<file path="src/io_port_watchdog_map.svh">
// Address, selection and timing constants of the I/O port watchdog.
`ifndef IO_PORT_WATCHDOG_MAP_SVH
`define IO_PORT_WATCHDOG_MAP_SVH
`define WDG_ADDR_W          16
`define WDG_PORT_DISABLE    16'h0043
`define WDG_PORT_ENREF      16'h0443
`define WDG_CLK_HZ          10000000
`define WDG_TICK_HZ         10
`define WDG_PER_1S          4'h2
`define WDG_PER_2S          4'h3
`define WDG_PER_10S         4'h4
`define WDG_PER_20S         4'h5
`define WDG_PER_110S        4'h8
`define WDG_PER_220S        4'h9
`define WDG_SEC_1           16'h000A
`define WDG_SEC_2           16'h0014
`define WDG_SEC_10          16'h0064
`define WDG_SEC_20          16'h00C8
`define WDG_SEC_110         16'h044C
`define WDG_SEC_220         16'h0898
`define WDG_RESET_PULSE     8'h10
`endif

</file>
<file path="src/io_port_watchdog_pkg.sv">
// Types shared by the I/O port watchdog files.
`default_nettype none
package io_port_watchdog_pkg;
    typedef enum logic [1:0] {
        ACT_RESET   = 2'b00,
        ACT_NMI     = 2'b01,
        ACT_OFF     = 2'b10
    } timeout_action_e;
    typedef enum logic [1:0] {
        ST_DISABLED = 2'b00,
        ST_COUNTING = 2'b01,
        ST_EXPIRED  = 2'b10
    } wdg_state_e;
endpackage : io_port_watchdog_pkg
`default_nettype wire

</file>
<file path="src/io_port_watchdog.sv">
// Watchdog timer controlled by I/O reads of two port addresses.
`default_nettype none
`include "io_port_watchdog_map.svh"
module io_port_watchdog #(
    parameter int unsigned TICK_DIV = `WDG_CLK_HZ / `WDG_TICK_HZ
) (
    // clock and reset
    input  wire logic                            clock,
    input  wire logic                            rst_b,
    input  wire logic                            clockEnable,
    // host I/O bus
    input  wire logic [`WDG_ADDR_W-1:0]          ioAddr,
    input  wire logic                            ioRead_b,
    input  wire logic                            ioWrite_b,
    // static selections
    input  wire io_port_watchdog_pkg::timeout_action_e timeoutActionSelect,
    input  wire logic [3:0]                      timeoutPeriodSelect,
    // outputs to the processor
    output logic                                 systemReset,
    output logic                                 nmi,
    output logic                                 timerEnabled
);
    import io_port_watchdog_pkg::*;

    localparam int unsigned TW = $clog2(TICK_DIV + 1);

    wdg_state_e     state;
    wdg_state_e     next_state;
    logic [TW-1:0]  prescale;
    logic [15:0]    tenths;
    logic [15:0]    limit;
    logic [7:0]     pulseCount;
    logic           readLevel;
    logic           readStrobe;
    logic [`WDG_ADDR_W-1:0] addrHold;
    logic [`WDG_ADDR_W-1:0] addrSync;

    // each address bit crosses from the bus through its own synchroniser
    for (genvar b = 0; b < `WDG_ADDR_W; b++) begin : g_addrSync
        io_strobe_sync addrBitSync (
            .clock       (clock),
            .rst_b       (rst_b),
            .clockEnable (clockEnable),
            .asyncIn     (ioAddr[b]),
            .syncLevel   (addrSync[b]),
            .rise        ()
        );
    end

    // read strobe crosses from the bus; address held when strobe falls
    io_strobe_sync readSync (
        .clock       (clock),
        .rst_b       (rst_b),
        .clockEnable (clockEnable),
        .asyncIn     (!ioRead_b && ioWrite_b),
        .syncLevel   (readLevel),
        .rise        (readStrobe)
    );

    always_ff @(posedge clock or negedge rst_b) begin
        if (!rst_b) begin
            addrHold <= '0;
        end else if (clockEnable && !readLevel) begin
            addrHold <= addrSync;
        end
    end

    wire enrefHit   = readStrobe && (addrHold == `WDG_PORT_ENREF);
    wire disableHit = readStrobe && (addrHold == `WDG_PORT_DISABLE);
    wire actionOff  = (timeoutActionSelect == ACT_OFF);
    wire tick       = (prescale == TW'(TICK_DIV - 1));
    wire expired    = (tenths >= limit) && (state == ST_COUNTING);

    // period table, unknown codes fall back to the shortest period
    always_comb begin
        unique case (timeoutPeriodSelect)
            `WDG_PER_2S:   limit = `WDG_SEC_2;
            `WDG_PER_10S:  limit = `WDG_SEC_10;
            `WDG_PER_20S:  limit = `WDG_SEC_20;
            `WDG_PER_110S: limit = `WDG_SEC_110;
            `WDG_PER_220S: limit = `WDG_SEC_220;
            default:       limit = `WDG_SEC_1;
        endcase
    end

    always_comb begin
        next_state = state;
        unique case (state)
            ST_DISABLED: if (enrefHit && !actionOff) next_state = ST_COUNTING;
            ST_COUNTING: begin
                if (disableHit || actionOff) begin
                    next_state = ST_DISABLED;
                end else if (expired && !enrefHit) begin
                    next_state = ST_EXPIRED;
                end
            end
            ST_EXPIRED: begin
                if (disableHit || pulseCount == `WDG_RESET_PULSE) begin
                    next_state = ST_DISABLED;
                end
            end
            default: next_state = ST_DISABLED;
        endcase
    end

    always_ff @(posedge clock or negedge rst_b) begin
        if (!rst_b) begin
            state <= ST_DISABLED;
        end else if (clockEnable) begin
            state <= next_state;
        end
    end

    // tenths-of-a-second count, restarted by any enable or refresh read
    always_ff @(posedge clock or negedge rst_b) begin
        if (!rst_b) begin
            prescale <= '0;
            tenths   <= '0;
        end else if (clockEnable) begin
            if (state != ST_COUNTING || enrefHit) begin
                prescale <= '0;
                tenths   <= '0;
            end else if (tick) begin
                prescale <= '0;
                tenths   <= tenths + 16'h0001;
            end else begin
                prescale <= prescale + TW'(1);
            end
        end
    end

    always_ff @(posedge clock or negedge rst_b) begin
        if (!rst_b) begin
            pulseCount  <= '0;
            systemReset <= 1'b0;
            nmi         <= 1'b0;
        end else if (clockEnable) begin
            pulseCount  <= (state == ST_EXPIRED) ? pulseCount + 8'h01 : 8'h00;
            systemReset <= (next_state == ST_EXPIRED) && (timeoutActionSelect == ACT_RESET);
            nmi         <= (next_state == ST_EXPIRED) && (timeoutActionSelect == ACT_NMI);
        end
    end

    assign timerEnabled = (state == ST_COUNTING);
endmodule : io_port_watchdog
`default_nettype wire

</file>
<file path="src/io_strobe_sync.sv">
// Three-stage synchroniser with agreement detection for an outside level.
`default_nettype none
module io_strobe_sync (
    // clock and reset
    input  wire logic clock,
    input  wire logic rst_b,
    input  wire logic clockEnable,
    // level in and out
    input  wire logic asyncIn,
    output logic      syncLevel,
    output logic      rise
);
    logic stage1;
    logic stage2;
    logic stage3;
    always_ff @(posedge clock or negedge rst_b) begin
        if (!rst_b) begin
            stage1 <= 1'b0;
            stage2 <= 1'b0;
            stage3 <= 1'b0;
            syncLevel <= 1'b0;
        end else if (clockEnable) begin
            stage1 <= asyncIn;
            stage2 <= stage1;
            stage3 <= stage2;
            if (stage2 == stage3) begin
                syncLevel <= stage3;
            end
        end
    end
    // one pulse when the agreed level turns high
    assign rise = clockEnable && (stage2 == stage3) && stage3 && !syncLevel;
endmodule : io_strobe_sync
`default_nettype wire

</file>
<file path="config.mk">
export PLATFORM = sky130hd
export DESIGN_NAME = io_port_watchdog
export DESIGN_NICKNAME = d
export VERILOG_FILES = /design/src/io_port_watchdog_pkg.sv /design/src/io_port_watchdog.sv /design/src/io_strobe_sync.sv
export VERILOG_INCLUDE_DIRS = /design/src
export SDC_FILE = /design/constraint.sdc
export NUM_CORES = 1
export LEC_CHECK = 0
export ABC_AREA = 1
export BUFFER_PORTS_ARGS = -buffer_cell sky130_fd_sc_hd__buf_2
export CORE_MARGIN = 8
export CORE_UTILIZATION = 38
export DETAILED_ROUTE_END_ITERATION = 7
export PLACE_DENSITY_LB_ADDON = 0.2
export SLEW_MARGIN = 20
export SYNTH_ARGS = -nofsm -noshare
export SYNTH_HDL_FRONTEND = slang
export SYNTH_HIERARCHICAL = 1
export SYNTH_SLANG_ARGS = --single-unit
export TNS_END_PERCENT = 5
</file>
<file path="constraint.sdc">
create_clock -name clock -period 1.7 [get_ports clock]
set_input_delay 0.085 -clock clock [delete_from_list [all_inputs] [get_ports clock]]
set_output_delay 0.085 -clock clock [all_outputs]
set_load 0.01 [all_outputs]
</file>
# After elaboration in Yosys (flattened, before gate mapping)
# Cells that the tools add are included.
[word_totals] ff_bits=132 inputBits=27 output_inout_bits=3 wordCells=162
[classes] n_addsub=3 n_lt_le_gt_ge=1 n_eq_ne=32 mux=11 n_reduce_logical=40
[op_table] op="case mux 12 bit (5 select lines)" n=1
[op_table] op="2-to-1 mux 20 bit" n=2
[op_table] op="AND reduction 2 bit" n=18
[op_table] op="2-to-1 mux 16 bit" n=2
[op_table] op="adder 20 x 1 -> 20 bit (second input constant)" n=1
[op_table] op="== test 20 bit (second input constant)" n=1
[op_table] op="== test 1 bit" n=17
[op_table] op="adder 16 x 1 -> 16 bit (second input constant)" n=1
[op_table] op="== test 16 x 11 -> 1 bit (second input constant)" n=1
[op_table] op="== test 16 x 7 -> 1 bit (second input constant)" n=1
[op_table] op="greater-or-equal comparator 16 bit" n=1
[op_table] op="logical AND 1 bit" n=12
[op_table] op="adder 8 x 1 -> 8 bit (second input constant)" n=1
[op_table] op="== test 4 x 3 -> 1 bit (second input constant)" n=2
[op_table] op="== test 4 bit (second input constant)" n=2
[op_table] op="== test 8 x 5 -> 1 bit (second input constant)" n=1
[op_table] op="2-to-1 mux 2 bit" n=4
[op_table] op="2-to-1 mux 8 bit" n=1
[op_table] op="== test 2 bit (second input constant)" n=3
[op_table] op="case mux 2 bit (3 select lines)" n=1
[op_table] op="== test 2 x 1 -> 1 bit (second input constant)" n=2
[op_table] op="== test 4 x 2 -> 1 bit (second input constant)" n=1
[op_table] op="logical NOT 1 bit" n=4
[op_table] op="logical NOT 2 bit" n=2
[op_table] op="3 further kinds" n=5

# Longest topological paths before layout
[depth] ltp_word=12 mapped_depth=18

# Hierarchy
# The synthesis kept the hierarchy.
[modules_own_cells] module="io_port_watchdog" n_inst=1 cells_per_inst=502 area_per_inst_um2=3841.2 seq_area_each_um2=1601.5
[modules_own_cells] module="io_strobe_sync" n_inst=17 cells_per_inst=18 area_per_inst_um2=165.2 seq_area_each_um2=100.1

# Least setup slack after synthesis
# Ideal clock, no wire load.
[synth_path] kind="input-to-reg" from="input timeoutPeriodSelect[2]" to="register state[1]" arrival_time_ns=1.510 path_slack_ns=0.073 path_stages=15 cell_sequence="nor4_1 -> inv_1 -> nand2_1 -> nor2_1 -> ha_1 -> nand3_1 -> nand2_1 -> nand2_1 -> nand2_1 -> nand2_1 -> nand3_1 -> nand3_1 -> nand2_1 -> nand2_1 -> nand2_1"
[synth_between] elab_chain_len=8
[synth_lines] element="start: declaration" line="io_port_watchdog.sv:17" text="input wire logic [3:0] timeoutPeriodSelect,"
[synth_lines] element="== test 4 bit (tied with other cells)" line="io_port_watchdog.sv:76" text="unique case (timeoutPeriodSelect)"
[synth_lines] element="case mux 12 bit (5 select lines) *" line="io_port_watchdog.sv:76"
[synth_lines] element="greater-or-equal comparator 16 bit *" line="io_port_watchdog.sv:72" text="wire expired = (tenths >= limit) && (state == ST_COUNTING);"
[synth_lines] element="logical AND 1 bit *" line="io_port_watchdog.sv:72"
[synth_lines] element="logical AND 1 bit *" line="io_port_watchdog.sv:93" text="end else if (expired && !enrefHit) begin"
[synth_lines] element="2-to-1 mux 2 bit *" line="io_port_watchdog.sv:93"
[synth_lines] element="2-to-1 mux 2 bit *" line="io_port_watchdog.sv:91" text="if (disableHit || actionOff) begin"
[synth_lines] element="case mux 2 bit (3 select lines) *" line="io_port_watchdog.sv:88" text="unique case (state)"
[synth_lines] element="end signal: assignment" line="io_port_watchdog.sv:110" text="state <= next_state;"
[synth_lines] element="end: declaration" line="io_port_watchdog.sv:27" text="wdg_state_e state;"
# Every way passes the cells marked *; elsewhere a longest branch is shown, timed or not.
# A chain may end at the register's enable or synchronous reset.

# Final worst setup path
[layout_path] from="register prescale[1]" to="register tenths[1]"
[layout_between] elab_chain_len=3
[layout_lines] element="start: declaration" line="io_port_watchdog.sv:29" text="logic [TW-1:0] prescale;"
[layout_lines] element="start signal: assignment" line="io_port_watchdog.sv:127" text="prescale <= prescale + TW'(1);"
[layout_lines] element="== test 20 bit" line="io_port_watchdog.sv:71" text="wire tick = (prescale == TW'(TICK_DIV - 1));"
[layout_lines] element="nonzero test 2 bit (no source line)"
[layout_lines] element="AND reduction 2 bit (no source line)"
[layout_lines] element="end signal: assignment" line="io_port_watchdog.sv:125" text="tenths <= tenths + 16'h0001;"
[layout_lines] element="end: declaration" line="io_port_watchdog.sv:30" text="logic [15:0] tenths;"
# Every way passes these cells.

==> out/results.tsv <==
stage	metric	value	unit
grt	overflow	0	
min_path	hp-class	in -> reg	
timing	whs	34.1	ps
layout	fin_util	48.8	%
critical_path	worst_ep_arrival_time	2000	ps
clock_network	clock_latency	420	ps
route	dr.pass1.iters	4	
layout	finalNetCount	929	
grt	grt_pass1_vias	5004	
layout	num_antenna_cells	0	
timing	hold_violations	0	
synth	yosys_warnings	6	
clock_network	cts-buffers-inserted	17	
floorplan	rows	48	
route	routed_wirelength	13.4	mm
timing	fmax	0.587	GHz
route	drc_errors	0	
timing	final_max_slew_viol_count	0	
grt	grt_max_degree	83	
timing	fin_crit_sh	100	%
synth	syn_nets	832	
timing	tightest_slew	501	ps
timing	clock_skew	11.2	ps
grt	antenna_found_initial	0	
critical_path	cp_max_fo	9	
clock_network	cts-root-buf	clkbuf_16	
status	status	finished with violations	
floorplan	start_util	38.4	%
route	vias	5142	
power	p_per_area	1050	mW/mm2
timing	grt_setup_unrepaired	yes	
placed_design	place_congestion	0.829	
layout	stdcell_area	0.00833	mm2
critical_path	critPathLaunchType	register	
grt	grt_first_pass_wirelength	23.2	mm
timing	fin_crit	1700	ps
timing	setup_viol	1	
timing	slew_headroom	66.6	%
layout	layout-drive-gt1-share	19.5	%
grt	globalRouteTotalUtil	12.9	%
route	wl_per_cell	11.9	um
critical_path	cp.required	2000	ps
run	maxCapViolCount	0	
clock_network	clock-sinks	132	
clock_network	htreeDepth	4	
floorplan	die-area	0.0217	mm2
clock_network	clk_pin_slew	60	ps
floorplan	fp.dieW	147	um
timing	setup_slack	-3.86	ps
placed_design	place_ws	-233	ps
placed_design	dp_hpwl	8.96	mm
status	violations	setup timing	
clock_network	cts_buffer_depth	2	
power	totalPowerFinal	0.00875	W
synth	post_synth.cell_area_avg	8.27	um2
critical_path	worst-setup-path-type	reg -> reg	
placed_design	port_buffers	29	
synth	syn_area	0.00655	mm2
route	drtIter0Drc	239	
layout	area_growth	27.2	%
critical_path	end_kind	register	
power	ir_drop	748	uV
power	p_leak	3.97	nW
route	vias_per_cell	4.56	
placed_design	placed_area	0.00721	mm2
floorplan	die_h	147	um
route	ant_nets	0	
floorplan	pin_count	30	
clock_network	cts_tree	done	
synth	netlist_instances	792	
floorplan	core_area	0.0171	mm2
-- metal layers --
layer  vias up  share of wire (%)  global-route usage (%)
li1       2721                  -                       -
met2        53                 47                    20.6
met3        15                3.0                    3.51
met1      2353                 48                    16.4
met5         -                  0                       0
met4         0                1.4                    4.79
-- stage by stage --
stage | setup TNS [ps] | std cells
2_1_floorplan | 0 | 792
3_3_place_gp | -771 | 1067
3_5_place_dp | -935 | 1067
4_1_cts | 0 | 1121
5_1_grt | -2040 | 1127
6_report | -3.86 | 1127
-- final cells by class --
class / instances / area, um2
fill: 1668 / 8730
multi-input combinational: 545 / 2920
inverter: 101 / 382
clock inverter: 11 / 175
timing repair buffer: 92 / 805
clock buffer: 21 / 460
sequential: 132 / 3300
tap: 225 / 282
-- registers in the layout, summed over array words and instances (netlist names), 2 cells and up --
| signal | count |
|---|---|
| prescale | 20 |
| addrHold | 16 |
| g_addrSync.addrBitSync/stage1 | 16 |
| g_addrSync.addrBitSync/stage2 | 16 |
| g_addrSync.addrBitSync/stage3 | 16 |
| g_addrSync.addrBitSync/syncLevel | 16 |
| tenths | 16 |
| pulseCount | 8 |
| state | 2 |
-- power by group --
part / internal [W] / switching (W) / total (W)
logic: 0.000430 / 0.000560 / 0.000990
registers: 0.00358 / 0.000265 / 0.00385
clock network: 0.00254 / 0.00137 / 0.00391
total: 0.00655 / 0.00220 / 0.00875
-- placed cells by master, fill, tap and decap left out, types with 5 or more instances in the layout --
cell type / instances
inv_1: 98
mux2_2: 6
dfrtp_1: 132
ha_1: 12
nor3_1: 16
nand2_1: 182
xor2_1: 17
clkbuf_16: 20
nand3_1: 30
o21ai_2: 13
buf_4: 32
buf_12: 5
buf_2: 27
dlygate4sd3_1: 22
nand2_2: 12
a21oi_1: 36
nor3b_1: 5
nand4_1: 14
nand3_2: 19
o21ai_0: 45
nor2_2: 7
nor2_1: 100
-- what timing repair did --
| item | CTS | global route |
|---|---|---|
| setup endpoints to repair | 2 | 37 |
| buffers inserted | 0 | 4 |
| gates cloned | 0 | 3 |
| pin swaps | 0 | 12 |
| hold buffers | 22 | 0 |
| gates resized for setup | 2 | 41 |
| endpoints found under the hold margin | 70 | 0 |
-- worst max-delay path, stage by stage (launching register included) --
cell       delay (ps)
dfrtp_1           420
ha_4              180
nand3_4            90
nor4_4            230
nand3_2           160
nand2_4           110
nand2_8            90
clkbuf_16         190
nand2_1            50
o21ai_1            50
-- final timing paths --
kind	startpoint	endpoint	slack [ps]	cells after the start
setup reg to reg	prescale[1]$_DFFE_PN0P_	tenths[1]$_DFFE_PN0P_	-4	9
max in group asynchronous	rst_b	prescale[19]$_DFFE_PN0P_	850	3
hold reg to reg	g_addrSync[15].addrBitSync/syncLevel$_DFFE_PN0P_	g_addrSync[15].addrBitSync/syncLevel$_DFFE_PN0P_	470	2
hold / removal	ioWrite_b	readSync/stage1$_DFFE_PN0P_	30	5
setup / recovery	prescale[1]$_DFFE_PN0P_	tenths[1]$_DFFE_PN0P_	-4	9
min in group asynchronous	rst_b	g_addrSync[0].addrBitSync/stage1$_DFFE_PN0P_	190	2
No activity file was read; power rests on OpenSTA's default activity.
